[src/rtl/setpoint_pkg.sv]
/*
 Constants, register map and carrier types for the converter setpoint
 register pair. Assumes a register port that delivers decoded
 write/read strobes with an 8-bit subaddress, on the 125 MHz clock.
*/
// How it works
// - Buck3 register at 0x18, resets 0xBD
// - Writes land only while password unlocked
// - Buck3 write blanks its supervision 5 ms
// - Bit 7 pulse-skip enable, resets to one
// - Buck3 bits 5:0 setpoint, reset 3Dh
// - Buck3 code steps 25 mV, then 50 mV
// - Buckboost4 register at 0x19, resets 0x94
// - Buckboost4 write blanks its supervision 5 ms
// - Resistor select may supply alternate defaults
// - Buckboost4 bits 5:0 setpoint, reset 14h
package setpoint_pkg;
	localparam logic [7:0]  BUCK3_ADDR       = 8'h18;
	localparam logic [7:0]  BUCKBOOST4_ADDR  = 8'h19;
	localparam logic [7:0]  BUCK3_RESET      = 8'hBD;
	localparam logic [7:0]  BUCKBOOST4_RESET = 8'h94;
	localparam int          SKIP_BIT         = 7;
	localparam int          RSVD_BIT         = 6;
	localparam int          SET_MSB          = 5;
	localparam logic [5:0]  BUCK3_FINE_LAST  = 6'h1A;
	localparam logic [5:0]  BB4_LAST_CODE    = 6'h34;
	localparam logic [15:0] BUCK3_BASE_MV    = 16'h0384;
	localparam logic [15:0] BUCK3_KNEE_MV    = 16'h0640;
	localparam logic [15:0] FINE_STEP_MV     = 16'h0019;
	localparam logic [15:0] COARSE_STEP_MV   = 16'h0032;
	localparam int          CLOCK_MHZ        = 125;
	localparam int          BLANK_TIME_MS    = 5;
	localparam int          BLANK_CYCLES     = BLANK_TIME_MS * 1000 * CLOCK_MHZ;
	localparam int          BLANK_WIDTH      = 20;
	localparam logic [1:0]  STRAP_SETTLE     = 2'h2;

	typedef struct packed {
		logic       wr;
		logic       rd;
		logic [7:0] addr;
		logic [7:0] wdata;
	} reg_req_s;

	typedef struct packed {
		logic       pulse_skip_enable;
		logic [5:0] setpoint;
	} conv_cfg_s;
endpackage

[src/rtl/converter_setpoint_regs.sv]
/*
 Setpoint register pair for the third buck and the buck-boost converter.
 Assumes the serial register port has already decoded a transaction into
 a one-cycle request on this clock, and the password logic supplies a
 synchronous unlock level. Supervisor blanking is driven out per converter.
*/
`timescale 1ns/10ps
`default_nettype none
module converter_setpoint_regs
	import setpoint_pkg::*;
#(
	parameter int BLANK_COUNT = BLANK_CYCLES                // Blanking length in cycles
) (
	input  wire logic      clock,                         // 125 MHz clock
	input  wire logic      arst_n,                        // Async reset, active low
	input  wire reg_req_s  req,                           // Register port request
	input  wire logic      write_unlocked,                // Password permits writes
	input  wire logic      default_select_resistor,       // Strap: use alternate default
	input  wire logic [7:0] buck3_alt_default,            // Alternate buck3 default
	input  wire logic [7:0] buckboost4_alt_default,       // Alternate buckboost4 default
	output logic [7:0]     rdata_q,                       // Read data
	output logic           rvalid_q,                      // Read data valid pulse
	output var conv_cfg_s  buck3_cfg_q,                   // Buck3 config to converter
	output var conv_cfg_s  buckboost4_cfg_q,              // Buckboost4 config
	output logic [15:0]    buck3_target_mv_q,             // Buck3 target in mV
	output logic           buck3_blank_q,                 // Buck3 supervisor blanked
	output logic           buckboost4_blank_q             // Buckboost4 supervisor blanked
);
	logic        strap_meta_q;
	logic        strap_sync_q;
	logic [1:0]  strap_age_q;
	logic        strap_wr_seen_q;
	logic        strap_apply;
	logic        wr_b3;
	logic        wr_b4;
	logic [15:0] target_d;

	// Write strobes gated by the password unlock
	assign wr_b3 = req.wr && write_unlocked && (req.addr == BUCK3_ADDR);
	assign wr_b4 = req.wr && write_unlocked && (req.addr == BUCKBOOST4_ADDR);

	// Strap from a pin, two flops before use
	always_ff @(posedge clock or negedge arst_n) begin
		if (!arst_n) begin
			strap_meta_q <= 1'b0;
			strap_sync_q <= 1'b0;
		end else begin
			strap_meta_q <= default_select_resistor;
			strap_sync_q <= strap_meta_q;
		end
	end

	// Edges since reset release, saturating once the strap window is over.
	// The synchroniser needs two edges before its output means anything,
	// so the strap is only looked at once this count reaches the settle value.
	always_ff @(posedge clock or negedge arst_n) begin
		if (!arst_n) begin
			strap_age_q <= 2'h0;
		end else if (strap_age_q != 2'h3) begin
			strap_age_q <= strap_age_q + 2'h1;
		end
	end

	// Any landed write closes the strap window for good.
	// Without this a host write in the first edges would be undone
	// by the late strap load, which would look like a lost write.
	always_ff @(posedge clock or negedge arst_n) begin
		if (!arst_n) begin
			strap_wr_seen_q <= 1'b0;
		end else if (wr_b3 || wr_b4) begin
			strap_wr_seen_q <= 1'b1;
		end
	end

	// Single-cycle load of the alternate defaults
	// Limitation: the strap is read once; later pin changes are ignored
	// until the next reset, as a power-up default should behave.
	assign strap_apply = (strap_age_q == STRAP_SETTLE) && strap_sync_q
		&& !strap_wr_seen_q;

	// Buck3 register; bit 6 has no storage so reads stay zero
	always_ff @(posedge clock or negedge arst_n) begin
		if (!arst_n) begin
			buck3_cfg_q.pulse_skip_enable <= BUCK3_RESET[SKIP_BIT];
			buck3_cfg_q.setpoint          <= BUCK3_RESET[SET_MSB:0];
		end else if (wr_b3) begin
			buck3_cfg_q.pulse_skip_enable <= req.wdata[SKIP_BIT];
			buck3_cfg_q.setpoint          <= req.wdata[SET_MSB:0];
		end else if (strap_apply) begin
			// Strap loads only while no write has landed; a same-cycle write wins
			buck3_cfg_q.pulse_skip_enable <= buck3_alt_default[SKIP_BIT];
			buck3_cfg_q.setpoint          <= buck3_alt_default[SET_MSB:0];
		end
	end

	// Buckboost4 register; reserved codes are the host's to avoid
	always_ff @(posedge clock or negedge arst_n) begin
		if (!arst_n) begin
			buckboost4_cfg_q.pulse_skip_enable <= BUCKBOOST4_RESET[SKIP_BIT];
			buckboost4_cfg_q.setpoint          <= BUCKBOOST4_RESET[SET_MSB:0];
		end else if (wr_b4) begin
			buckboost4_cfg_q.pulse_skip_enable <= req.wdata[SKIP_BIT];
			buckboost4_cfg_q.setpoint          <= req.wdata[SET_MSB:0];
		end else if (strap_apply) begin
			buckboost4_cfg_q.pulse_skip_enable <= buckboost4_alt_default[SKIP_BIT];
			buckboost4_cfg_q.setpoint          <= buckboost4_alt_default[SET_MSB:0];
		end
	end

	// Read path; unmapped subaddresses read zero
	always_ff @(posedge clock or negedge arst_n) begin
		if (!arst_n) begin
			rdata_q  <= 8'h00;
			rvalid_q <= 1'b0;
		end else begin
			rvalid_q <= req.rd;
			if (req.rd) begin
				case (req.addr)
					BUCK3_ADDR:      rdata_q <= {buck3_cfg_q.pulse_skip_enable, 1'b0,
						buck3_cfg_q.setpoint};
					BUCKBOOST4_ADDR: rdata_q <= {buckboost4_cfg_q.pulse_skip_enable, 1'b0,
						buckboost4_cfg_q.setpoint};
					default:         rdata_q <= 8'h00;
				endcase
			end
		end
	end

	// Buck3 code to millivolts: fine range then coarse range
	always_comb begin
		if (buck3_cfg_q.setpoint <= BUCK3_FINE_LAST) begin
			target_d = BUCK3_BASE_MV + 16'(buck3_cfg_q.setpoint) * FINE_STEP_MV;
		end else begin
			target_d = BUCK3_KNEE_MV
				+ 16'(buck3_cfg_q.setpoint - BUCK3_FINE_LAST - 6'h01) * COARSE_STEP_MV;
		end
	end

	always_ff @(posedge clock or negedge arst_n) begin
		if (!arst_n) begin
			buck3_target_mv_q <= 16'h0000;
		end else begin
			buck3_target_mv_q <= target_d;
		end
	end

	// Blanking timer for the buck3 supervisor
	// Only landed writes count; a locked write changes nothing,
	// so it has no reason to blind the supervisor.
	blank_timer #(
		.COUNT   (BLANK_COUNT)
	) u_buck3_blank (
		.clock   (clock),
		.arst_n  (arst_n),
		.restart (wr_b3),
		.blank_q (buck3_blank_q)
	);

	// Blanking timer for the buckboost4 supervisor
	blank_timer #(
		.COUNT   (BLANK_COUNT)
	) u_buckboost4_blank (
		.clock   (clock),
		.arst_n  (arst_n),
		.restart (wr_b4),
		.blank_q (buckboost4_blank_q)
	);
endmodule

// Supervisor blanking interval, one instance per converter.
// A restart during a running interval reloads the full length,
// so the supervisor never wakes up in the middle of a new ramp.
// The flag is registered so the converter side sees a clean level.
module blank_timer
	import setpoint_pkg::*;
#(
	parameter int COUNT = BLANK_CYCLES                  // Interval length in cycles
) (
	input  wire logic clock,                            // 125 MHz clock
	input  wire logic arst_n,                           // Async reset, active low
	input  wire logic restart,                          // A write landed
	output logic      blank_q                           // Supervision blanked
);
	localparam logic [BLANK_WIDTH-1:0] LOAD = BLANK_WIDTH'(COUNT);

	logic [BLANK_WIDTH-1:0] cnt_q;

	// Down counter; blank stays high for exactly the load count in cycles
	// Trade-off: a shared counter would save flops but couple the converters
	always_ff @(posedge clock or negedge arst_n) begin
		if (!arst_n) begin
			cnt_q   <= '0;
			blank_q <= 1'b0;
		end else begin
			if (restart) begin
				cnt_q <= LOAD;
			end else if (cnt_q != '0) begin
				cnt_q <= cnt_q - 1'b1;
			end
			blank_q <= restart || (cnt_q > BLANK_WIDTH'(1));
		end
	end
endmodule
`default_nettype wire

[config.mk]
export PLATFORM = sky130hd
export DESIGN_NAME = converter_setpoint_regs
export DESIGN_NICKNAME = d
export VERILOG_FILES = /design/src/rtl/setpoint_pkg.sv /design/src/rtl/converter_setpoint_regs.sv
export SDC_FILE = /design/constraint.sdc
export NUM_CORES = 1
export LEC_CHECK = 0
export BUFFER_PORTS_ARGS = -buffer_cell sky130_fd_sc_hd__buf_4
export CAP_MARGIN = 20
export CORE_ASPECT_RATIO = 0.5
export CORE_UTILIZATION = 50
export DETAILED_ROUTE_END_ITERATION = 10
export PLACE_DENSITY_LB_ADDON = 0.15
export SLEW_MARGIN = 25
export SYNTH_ARGS = -nofsm -noshare
export SYNTH_HDL_FRONTEND = slang
export SYNTH_HIERARCHICAL = 1
export SYNTH_SLANG_ARGS = --single-unit
[constraint.sdc]
create_clock -name clock -period 12.8 [get_ports clock]
set_clock_uncertainty 0.15 [all_clocks]
set_input_delay 0.64 -clock clock [delete_from_list [all_inputs] [get_ports clock]]
set_output_delay 0.64 -clock clock [all_outputs]
set_load 0.01 [all_outputs]
; ---- After elaboration in Yosys (flattened, before gate mapping)
; Cells that the tools add are included.
[totals]
out_inout_bits = 41
register_bits = 86
word_cells = 56
[classes]
n_eq_ne = 4
magnitude_cmp = 3
n_mul = 2
reduce_logical = 15
muxes = 10
n_addsub = 7
[op_table]
columns = op, count
row1 = 20-bit two-way mux, 4
row2 = "20-bit by 1-bit > comparator with 1-bit output, second input constant", 2
row3 = 20-bit nonzero test, 2
row4 = "20-bit by 1-bit subtractor with 20-bit output, second input constant", 2
row5 = 7-bit two-way mux, 4
row6 = "11-bit by 16-bit adder with 16-bit output, first input constant", 1
row7 = "8-bit by 5-bit equality test with 1-bit output, second input constant", 2
row8 = "16-bit by 5-bit multiplier with 15-bit output, second input constant", 1
row9 = 16-bit two-way mux, 1
row10 = 8-bit case mux with 2 select lines, 1
row11 = "10-bit by 11-bit adder with 12-bit output, first input constant", 1
row12 = "6-bit by 5-bit multiplier with 11-bit output, second input constant", 1
row13 = 2-bit nonzero test, 4
row14 = "7-bit by 2-bit subtractor with 8-bit output, second input constant", 1
row15 = "6-bit by 5-bit subtractor with 7-bit output, second input constant", 1
row16 = "6-bit by 5-bit <= comparator with 1-bit output, second input constant", 1
row17 = 1-bit logical AND, 5
row18 = 1-bit logical OR, 3
row19 = "2-bit by 1-bit adder with 2-bit output, second input constant", 1
row20 = "2-bit equality test, second input constant", 1
row21 = "2-bit inequality test, second input constant", 1
row22 = 1-bit logical NOT, 1

; ---- Longest topological paths before layout
; Gate-level depths: netlist (run 1).
[logic_depth]
ltp_word = 5
depth_mapped = 22
mapped_depth_nobuf = 22

; ---- Cells and area by module
; Netlist (run 1), hierarchy kept.
[modules_own_cells]
columns = mod, cells_each, instances, area_per_inst_um2, seq_area_each_um2
row1 = converter_setpoint_regs, 384, 1, 3588.4, 1087.3
row2 = blank_timer (u_buck3_blank), 117, 1, 1194.9, 525.5
row3 = blank_timer (u_buckboost4_blank), 120, 1, 1174.9, 525.5

; ---- Worst setup path after synthesis (run 1)
; No wires, ideal clock.
[synth_timing]
kind = register to register
start = reg buck3_cfg_q[2] (netlist name)
end = reg buck3_target_mv_q[14]
synth_period_minus_slack_ps = 5049
setup_slack_ps = 7751
path_stages_with_launch = 21
arrival_time_ps = 4821
cell_sequence = dfstp_2 inv_1 ha_1 xor2_1 and3_1 and3_1 o21ai_0 a21oi_1 a221o_1 ha_1 inv_1 fa_1 fa_1 inv_1 ha_1 a21oi_1 o211ai_1 nand2_1 xnor3_2 or4_1 a21oi_1
[synth_via]
elab_chain_cells = 5
[synth_lines]
columns = item, line_no
row1 = start: declaration, converter_setpoint_regs.sv:23  ; output var conv_cfg_s buck3_cfg_q,
row2 = 6-bit by 5-bit subtractor with 7-bit output, converter_setpoint_regs.sv:135  ; + 16'(buck3_cfg_q.setpoint - BUCK3_FINE_LAST - 6'h01) * COARSE_STEP_MV;
row3 = 7-bit by 2-bit subtractor with 8-bit output, converter_setpoint_regs.sv:135
row4 = 16-bit by 5-bit multiplier with 15-bit output, converter_setpoint_regs.sv:135
row5 = 11-bit by 16-bit adder with 16-bit output, converter_setpoint_regs.sv:135
row6 = 16-bit two-way mux *, converter_setpoint_regs.sv:131  ; if (buck3_cfg_q.setpoint <= BUCK3_FINE_LAST) begin
row7 = net target_d[14], converter_setpoint_regs.sv:36  ; logic [15:0] target_d;
row8 = end signal: assignment, converter_setpoint_regs.sv:143  ; buck3_target_mv_q <= target_d;
row9 = end: declaration, converter_setpoint_regs.sv:25  ; output logic [15:0] buck3_target_mv_q,
; The timed path passes the listed nets; every way through them passes the cells marked *.
; A chain may end at the register's enable or synchronous reset.

; ---- Worst setup path after layout (run 1)
[layout_timing]
start = reg buck3_cfg_q[1] (netlist name)
end = reg buck3_target_mv_q[14]
; The elaborated chain is that of the path after synthesis.

==> impl_metrics.env, run 1 <==
export IMPL_status="complete, no violations"
export IMPL_globalplace_congestion=0.809
export IMPL_swShare=0.401
export IMPL_synthFlopType="dfrtp_1"
export IMPL_synth_seq_area_share=0.359
export IMPL_initialDrtViolationCount=309
export IMPL_first_pass_iters=4
export IMPL_drc_errors=0
export IMPL_startpoint_type="flop"
export IMPL_ys_top_cells_by_area="dfrtp_1, ha_1, dfstp_2"
export IMPL_clockPowerShare=0.202
export IMPL_worst_slew_pin_slew_ns=0.946
export IMPL_crit_slowest_cell="dfrtp_1"
export IMPL_final_antenna_net_count=0
export IMPL_post_cts_buffers=0
export IMPL_synth_edf_count=0
export IMPL_maxSlewViolCount=0
export IMPL_max_freq_mhz=182
export IMPL_synth_compound_area_frac=0.142
export IMPL_power_frac_seq=0.283
export IMPL_area_growth_pct=16.7
export IMPL_crit_fanout=13
export IMPL_rsz0062_at_grt="no"
export IMPL_root_buffer="clkbuf_16"
export IMPL_design_die_area_um2=12400
export IMPL_grt_pass1_wl_um=21900
export IMPL_start_util=0.528
export IMPL_arrival_ns=5.61
export IMPL_critical_path_class="flop to flop"
export IMPL_antenna_cells=0
export IMPL_hold_viol=0
export IMPL_die_x_um=156
export IMPL_grt_ovfl_total=0
export IMPL_die_y_um=79.2
export IMPL_hold_buffers=0
export IMPL_cts_tree="yes"
export IMPL_cts_resized=0
export IMPL_via_count=4654
export IMPL_grt_pass1_vias=4656
export IMPL_final_setup_viol_count=0
export IMPL_peakVddDrop_v=0.0000992
export IMPL_hold_path_class="input port to asynchronous set/reset pin"
export IMPL_fin_crit_sh=0.430
export IMPL_synth_cell_types=72
export IMPL_wl_per_cell_um=14.6
export IMPL_endpoint_kind="flop"
export IMPL_power_frac_comb=0.515
export IMPL_synth_xor_area_frac=0.0672
export IMPL_core_area_um2=11300
export IMPL_dp_slack_ns=7.37
export IMPL_synth_seq_cells=85
export IMPL_vias_per_cell=5.44
export IMPL_syn_avg_cell_area_um2=9.59
export IMPL_fillCellCount=958
export IMPL_synth_top_family_by_area="simple AND/OR/NAND/NOR gates"
export IMPL_synthesis_instances=621
export IMPL_slew_headroom=0.367
export IMPL_routed_wl_um=12500
export IMPL_yosysTopAreaCellShare=0.319
export IMPL_clock_sinks=85
export IMPL_synth_async_reset_ratio=1.00
export IMPL_rows=27
export IMPL_synth_nets=733
export IMPL_portBuffers=74
export IMPL_ioPinCount=79
export IMPL_fin_crit_ns=5.51
export IMPL_worstPathCellList="inv_1 -> ha_1 -> xor2_1 -> and3_1 -> and3_1 -> o21ai_0 -> a21oi_1 -> a221o_1 -> ha_1 -> inv_1 -> fa_1 -> fa_1 -> inv_1 -> ha_1 -> a21oi_1 -> o211ai_1 -> nand2_1 -> xnor3_2 -> or4_1 -> a21oi_1"
export IMPL_yosys_area_top_type="dfrtp_1"
export IMPL_grt_max_degree=67
export IMPL_nets=803
export IMPL_htreeDepth=3
export IMPL_cts_made_buffers=9
export IMPL_syn_area_um2=5960
export IMPL_finalPower_uw=1320
export IMPL_post_route_cells_drive_above_1_share=0.195
export IMPL_crit_required_ns=12.91
export IMPL_yosysWarnings=6
export IMPL_dp_hpwl_um=9230
export IMPL_synthMuxAreaShare=0.0399
export IMPL_p_int_uw=791
export IMPL_p_switching_uw=530
export IMPL_p_leak_uw=0.00316
export IMPL_clk_pin_slew_ns=0.07
export IMPL_antenna_found_initial=0
export IMPL_finish_utilization=0.616
export IMPL_synthSimpleGateAreaFrac=0.175
export IMPL_clockBufferDepth=2
export IMPL_insertion_delay_ns=0.34
export IMPL_synth_adder_area_share=0.168
export IMPL_timing_final_ws_setup_ns=7.29
export IMPL_powerDensity_nw_per_um2=190
export IMPL_finalSetupTns_ns=0
export IMPL_maxCapViolCount=0
export IMPL_grt_usage=0.224
export IMPL_cpPeakStageDelay_ns=0.66
==> area by class of cell <==
class / instances / area [µm²] / share of cell area
clock buffers: 10 / 229 / 0.0329
clock inverters: 6 / 75.1 / 0.0108
inverters: 50 / 193 / 0.0277
multi-input cells: 467 / 3530 / 0.508
flip-flops and latches: 85 / 2140 / 0.308
well taps: 159 / 199 / 0.0286
repair buffers: 78 / 586 / 0.0842
==> placed cells by master (no fill, tap or decap), types with 3 or more instances in the layout <==
cell / count
mux2i_1: 17
nand2_1: 38
nor3_1: 11
or2_2: 3
fa_1: 10
nand3b_1: 3
nor2b_1: 6
o211ai_1: 4
nand3_1: 10
nand2b_1: 5
dfstp_2: 9
xor2_1: 16
or4_1: 7
a21o_1: 6
nor2_2: 3
a22oi_1: 7
and3_1: 6
a211oi_1: 4
o31ai_1: 7
a31oi_1: 3
nor4_1: 8
xnor2_1: 27
or3_1: 11
ha_1: 64
buf_4: 78
a21oi_1: 32
dfrtp_1: 76
o21ai_0: 39
inv_6: 3
o21bai_1: 3
inv_1: 49
mux2_2: 5
o21a_1: 3
clkbuf_16: 9
nor2_1: 59
==> flip-flops by register name, summed over array words and instances (netlist names), 2 cells and up <==
signal,cells
buckboost4_cfg_q,7
buck3_cfg_q,7
strap_age_q,2
u_buckboost4_blank/cnt_q,20
rdata_q,7
u_buck3_blank/cnt_q,20
buck3_target_mv_q,16
==> per-stage QoR <==
stage                     area (µm²)  cells  hold WS [ns]
after floorplan                 5960    621         0.181
after global placement          6650    839         0.183
after detailed placement        6650    839         0.185
after CTS                       6950    855       0.00476
after global routing            6950    855        0.0109
final                           6950    855       0.00699
==> worst max-delay path: cells and delay by family (launching register included) <==
kind                       cells  cell delay, ns
buffers and inverters          3            0.20
AOI/OAI and AO/OA              6            1.03
and+or+nand+nor                4            1.04
DFF                            1            0.66
adders and majority gates      5            1.75
xor gates and xnor gates       2            0.60
==> worst paths after layout <==
kind	slack [ns]	endpoint	cells after the start	from
worst max-delay path	7.29	buck3_target_mv_q[14]	20	buck3_cfg_q[1]
worst min-delay path	0.007	u_buckboost4_blank/cnt_q[2]	1	arst_n
worst max register to register	7.29	buck3_target_mv_q[14]	20	buck3_cfg_q[1]
worst min register to register	0.20	strap_sync_q	0	strap_meta_q
max in group asynchronous	11.38	buck3_target_mv_q[11]	2	arst_n
min in group clock	0.20	strap_sync_q	0	strap_meta_q
==> per-layer routing <==
metal | vias to the layer above | global-route usage | share of wire
met5 | - | 0 | 0
met4 | 0 | 0.0549 | 0.011
met3 | 12 | 0.0426 | 0.024
met2 | 52 | 0.404 | 0.50
met1 | 2273 | 0.276 | 0.46
li1 | 2317 | - | -
==> synthesized netlist by cell type (4+ instances only) <==
| cell type | instances |
|---|---|
| nor4_1 | 8 |
| clkbuf_1 | 14 |
| nor2_1 | 59 |
| o211ai_1 | 4 |
| nor2b_1 | 6 |
| a211oi_1 | 4 |
| nand2_1 | 38 |
| xnor2_1 | 27 |
| dfstp_2 | 9 |
| nor3_1 | 11 |
| inv_1 | 49 |
| fa_1 | 10 |
| o31ai_1 | 7 |
| or3_1 | 11 |
| a21oi_1 | 32 |
| xor2_1 | 16 |
| o21ai_0 | 39 |
| nand2b_1 | 5 |
| nand3_1 | 10 |
| mux2_2 | 5 |
| a21o_1 | 6 |
| dfrtp_1 | 76 |
| ha_1 | 64 |
| or4_1 | 7 |
| a22oi_1 | 7 |
| and3_1 | 7 |
| mux2i_1 | 17 |
==> power by group through the flow <==
stage          registers (µW)  logic [µW]  clock network (µW)
2_1_floorplan             380         501                   0
3_3_place_gp              377         665                   0
3_5_place_dp              377         675                   0
4_1_cts                   373         684                 276
5_1_grt                   382         773                 288
6_report                  373         680                 267
==> logic make-up (layout without fill, tap and decap cells) <==
kind of cell / after synthesis / count (layout)
other: 1 / 1
XOR/XNOR: 44 / 44
adder cells (fa/ha/maj): 74 / 74
flip-flops: 85 / 85
multiplexers: 23 / 23
AND/OR/NAND/NOR: 195 / 195
buffers and inverters: 69 / 144
AO/OA/AOI/OAI: 130 / 130
No activity file was read; power rests on OpenSTA's default activity.
==> run 2, diff against run 1 <==
Clock period 12.8 ns to 4.6 ns, I/O delays scaled along.
==> impl_metrics.env, run 2 (synthesized netlist as in run 1, its figures left out) <==
export IMPL_nets=862
export IMPL_violations="setup timing"
export IMPL_maxSlewViolCount=0
export IMPL_largestRegisters="u_buck3_blank/cnt_q (20), u_buckboost4_blank/cnt_q (20), buck3_target_mv_q (16)"
export IMPL_rsz0062_at_grt="yes"
export IMPL_power_frac_comb=0.589
export IMPL_power_frac_seq=0.237
export IMPL_drc_errors=0
export IMPL_clk_pin_slew_ns=0.07
export IMPL_place_area_um2=7060
export IMPL_endpoint_kind="flop"
export IMPL_first_pass_iters=4
export IMPL_antenna_found_initial=0
export IMPL_crit_fanout=4
export IMPL_routed_wl_um=13500
export IMPL_worst_slew_pin_slew_ns=0.974
export IMPL_globalplace_congestion=0.823
export IMPL_grt_pass1_vias=4748
export IMPL_clock_sinks=85
export IMPL_hold_slack_ns=0.0253
export IMPL_p_leak_uw=0.00345
export IMPL_final_antenna_net_count=0
export IMPL_wl_per_cell_um=14.8
export IMPL_final_setup_viol_count=3
export IMPL_grt_ovfl_total=0
export IMPL_arrival_ns=4.93
export IMPL_dp_slack_ns=-0.167
export IMPL_clockPowerShare=0.174
export IMPL_crit_required_ns=4.73
export IMPL_max_freq_mhz=208
export IMPL_initialDrtViolationCount=270
export IMPL_cts_made_buffers=9
export IMPL_rows=27
export IMPL_hold_path_class="input port to flop"
export IMPL_clockBufferDepth=2
export IMPL_cts_tree="yes"
export IMPL_layout_commonest_cell="buf_4"
export IMPL_p_int_uw=2670
export IMPL_area_growth_pct=27.5
export IMPL_layout_common_cells="buf_4, dfrtp_1, nor2_1, ha_1, inv_1"
export IMPL_hold_viol=0
export IMPL_maxCapViolCount=0
export IMPL_root_buffer="clkbuf_16"
export IMPL_die_y_um=79.2
export IMPL_die_x_um=156
export IMPL_fin_crit_sh=1.04
export IMPL_post_route_cells_drive_above_1_share=0.289
export IMPL_dp_hpwl_um=9570
export IMPL_grt_usage=0.231
export IMPL_vias_per_cell=5.31
export IMPL_grt_pass1_wl_um=22300
export IMPL_design_die_area_um2=12400
export IMPL_finish_utilization=0.673
export IMPL_status="finished, violations left"
export IMPL_critical_path_class="flop to flop"
export IMPL_timing_final_ws_setup_ns=-0.206
export IMPL_ioPinCount=79
export IMPL_design_area_um2=7590
export IMPL_finalSetupTns_ns=-0.585
export IMPL_insertion_delay_ns=0.35
export IMPL_slew_headroom=0.349
export IMPL_start_util=0.528
export IMPL_via_count=4849
export IMPL_fin_crit_ns=4.81
export IMPL_swShare=0.384
export IMPL_startpoint_type="flop"
export IMPL_p_switching_uw=1660
export IMPL_portBuffers=74
export IMPL_powerDensity_nw_per_um2=570
export IMPL_antenna_cells=0
export IMPL_htreeDepth=3
export IMPL_core_area_um2=11300
export IMPL_peakVddDrop_v=0.000373
export IMPL_grt_max_degree=50
[run 2: final timing paths]
path / end / slack (ns) / cells after the start / startpoint
worst min-delay path: buckboost4_cfg_q[3] / 0.03 / 3 / buckboost4_alt_default[3]
worst max-delay path: buck3_target_mv_q[14] / -0.21 / 20 / buck3_cfg_q[2]
worst min register to register: strap_sync_q / 0.20 / 0 / strap_meta_q
max in group asynchronous: buckboost4_cfg_q[6] / 3.08 / 3 / arst_n
min in group asynchronous: u_buckboost4_blank/cnt_q[2] / 0.29 / 2 / arst_n
worst max register to register: buck3_target_mv_q[14] / -0.21 / 20 / buck3_cfg_q[2]
[run 2: area by class of cell]
cell class | count | area (µm²)
clock buffers | 10 | 229
well taps | 159 | 199
flip-flops and latches | 85 | 2140
repair buffers | 137 | 1060
clock inverters | 6 | 71.3
inverters | 50 | 193
multi-input cells | 467 | 3710
fillers | 925 | 3690
[run 2: through the flow]
stage,total power [µW],std cells
floorplan,2510,621
global placement,3310,885
detailed placement,3360,885
CTS,4200,913
global route,4700,914
finish,4330,914
[run 2: routing by layer]
metal  share of wire  up-vias  routed length (µm)  GRT usage
met5               0        -                   0          0
met4           0.010        0                 140     0.0598
met3           0.027       11                 366     0.0480
met2            0.51       62                6830      0.408
met1            0.46     2330                6160      0.289
li1                -     2446                   -          -
[run 2: critical path: stages, from the launching register on]
cell and delay, ns:
dfstp_2 0.53, inv_2 0.05, ha_4 0.17, xor2_4 0.22, and3_4 0.23, a21oi_2 0.06
a21oi_2 0.15, a21oi_1 0.09, a221o_1 0.30, ha_2 0.20, inv_2 0.05, fa_1 0.42
fa_1 0.51, inv_2 0.05, ha_4 0.25, a21oi_2 0.14, o211ai_1 0.11, nand2_2 0.12
xnor3_2 0.27, or4_4 0.52, a21oi_2 0.12
[run 2: repair_timing]
item                       4_1_cts  5_1_grt
setup endpoints to repair        3        5
pin swaps                       12       21
resized for setup                3       24
buffers inserted                 2        1
cloned                           0        0
hold buffers                    10        0
hold endpoints to repair        58        0
[run 2: power groups by stage]
stage	combinational (µW)	clock, µW	sequential (µW)
final	2550	752	1030
after global routing	2840	811	1050
after CTS	2400	776	1030
after detailed placement	2320	0	1040
after global placement	2270	0	1040
after floorplan	1450	0	1060
==> run 3, diff against run 2 <==
Settings changed: SETUP_SLACK_MARGIN set to 0.4.
==> impl_metrics.env, run 3 (synthesized netlist as in run 1, its figures left out) <==
export IMPL_rows=27
export IMPL_seqCellArea_um2=2140
export IMPL_layout_common_cells="buf_4, dfrtp_1, ha_1, nor2_1, inv_1"
export IMPL_clk_pin_slew_ns=0.07
export IMPL_htreeDepth=3
export IMPL_p_int_uw=2800
export IMPL_rsz0062_at_grt="yes"
export IMPL_hold_viol=0
export IMPL_powerDensity_nw_per_um2=593
export IMPL_p_switching_uw=1780
export IMPL_dp_cells=882
export IMPL_grt_pass1_wl_um=22600
export IMPL_final_antenna_net_count=0
export IMPL_status="finished, violations left"
export IMPL_core_area_um2=11300
export IMPL_finish_utilization=0.685
export IMPL_start_util=0.528
export IMPL_antenna_found_initial=0
export IMPL_globalplace_congestion=0.848
export IMPL_post_route_cells_drive_above_1_share=0.305
export IMPL_clockBufferDepth=2
export IMPL_slew_headroom=0.357
export IMPL_endpoint_kind="flop"
export IMPL_grt_pass1_vias=4828
export IMPL_crit_fanout=4
export IMPL_worstHoldPathCells=3
export IMPL_critical_path_class="flop to flop"
export IMPL_maxSlewViolCount=0
export IMPL_grt_ovfl_total=0
export IMPL_p_leak_uw=0.00351
export IMPL_startpoint_type="flop"
export IMPL_peakVddDrop_v=0.000457
export IMPL_arrival_ns=4.87
export IMPL_clockPowerShare=0.168
export IMPL_power_frac_comb=0.608
export IMPL_violations="setup timing"
export IMPL_fin_crit_ns=4.74
export IMPL_clock_sinks=85
export IMPL_grt_max_degree=55
export IMPL_power_frac_seq=0.224
export IMPL_fillCellCount=904
export IMPL_initialDrtViolationCount=273
export IMPL_wl_per_cell_um=15.1
export IMPL_cts_made_buffers=9
export IMPL_cts_tree="yes"
export IMPL_nets=865
export IMPL_max_freq_mhz=211
export IMPL_drc_errors=0
export IMPL_routed_wl_um=13900
export IMPL_design_die_area_um2=12400
export IMPL_grt_usage=0.233
export IMPL_antenna_cells=0
export IMPL_portBuffers=74
export IMPL_maxCapViolCount=0
export IMPL_largestRegisters="u_buck3_blank/cnt_q (20), u_buckboost4_blank/cnt_q (20), buck3_target_mv_q (16)"
export IMPL_reg2regPathDepth=20
export IMPL_instances_no_fill=917
export IMPL_final_setup_viol_count=3
export IMPL_die_y_um=79.2
export IMPL_ioPinCount=79
export IMPL_via_count=4928
export IMPL_insertion_delay_ns=0.35
export IMPL_crit_required_ns=4.73
export IMPL_root_buffer="clkbuf_16"
export IMPL_vias_per_cell=5.37
export IMPL_multi_input_area_um2=3790
export IMPL_first_pass_iters=4
export IMPL_fin_crit_sh=1.03
export IMPL_area_growth_pct=29.8
export IMPL_hold_path_class="input port to flop"
export IMPL_die_x_um=156
export IMPL_layout_commonest_cell="buf_4"
export IMPL_dp_hpwl_um=9800
export IMPL_worst_slew_pin_slew_ns=0.961
export IMPL_swShare=0.388
export IMPL_timing_final_ws_setup_ns=-0.137
run 3: power by group through the flow:
stage	logic [µW]	clock network, µW	registers (µW)
final	2790	768	1030
after global routing	3080	812	1040
after CTS	2630	789	1020
after detailed placement	2320	0	1040
after global placement	2260	0	1030
after floorplan	1470	0	1060
run 3: path summary, 6_finish.rpt:
kind | startpoint | endpoint | slack (ns)
min in group asynchronous | arst_n | u_buckboost4_blank/cnt_q[0] | 0.34
max in group asynchronous | arst_n | buck3_cfg_q[4] | 3.03
max reg2reg | buck3_cfg_q[2] | buck3_target_mv_q[14] | -0.14
min reg2reg | strap_meta_q | strap_sync_q | 0.21
min | buck3_alt_default[2] | buck3_cfg_q[2] | 0.04
max | buck3_cfg_q[2] | buck3_target_mv_q[14] | -0.14
run 3: metrics by stage:
step	area [µm²]	power [µW]	hold WS [ns]	worst slack, ns	TNS (ns)
finish	7730	4580	0.0359	-0.137	-0.374
global route	7730	4940	0.0458	-0.334	-1.12
CTS	7630	4440	0.0260	-0.134	-0.350
detailed placement	7040	3360	0.189	-0.170	-0.436
global placement	7040	3290	0.182	-0.125	-0.253
floorplan	6030	2530	-0.216	-0.156	-0.209
run 3: area by class of cell:
| cell class | count | area share |
|---|---|---|
| inverters | 50 | 0.0252 |
| clock inverters | 7 | 0.0118 |
| flip-flops and latches | 85 | 0.277 |
| repair buffers | 140 | 0.141 |
| clock buffers | 9 | 0.0291 |
| multi-input cells | 467 | 0.491 |
| well taps | 159 | 0.0257 |
run 3: timing repair:
action	in CTS	in global routing
hold buffers	10	0
gates cloned	0	0
buffers inserted	7	2
resized for setup	25	18
setup endpoints to repair	7	8
hold endpoints to repair	65	0
pin swaps	14	7
run 3: worst max-delay path, cell delays in order (launching register included):
cell,delay [ns]
dfstp_2,0.55
inv_4,0.05
ha_4,0.16
xor2_2,0.18
and3_4,0.18
and3_4,0.14
o21ai_2,0.12
a21oi_2,0.06
a221o_1,0.33
ha_4,0.18
inv_2,0.05
fa_1,0.43
fa_1,0.51
inv_2,0.05
ha_4,0.23
a21oi_4,0.14
o211ai_1,0.11
nand2_2,0.14
xnor3_2,0.28
or4_4,0.52
a21oi_2,0.12
run 3: routing by layer:
metal  global-route usage  share of wire  wire length [µm]
met1                0.277           0.45              6180
met2                0.427           0.52              7160
met3               0.0415          0.024               330
met4               0.0765          0.013               187
met5                    0              0                 0
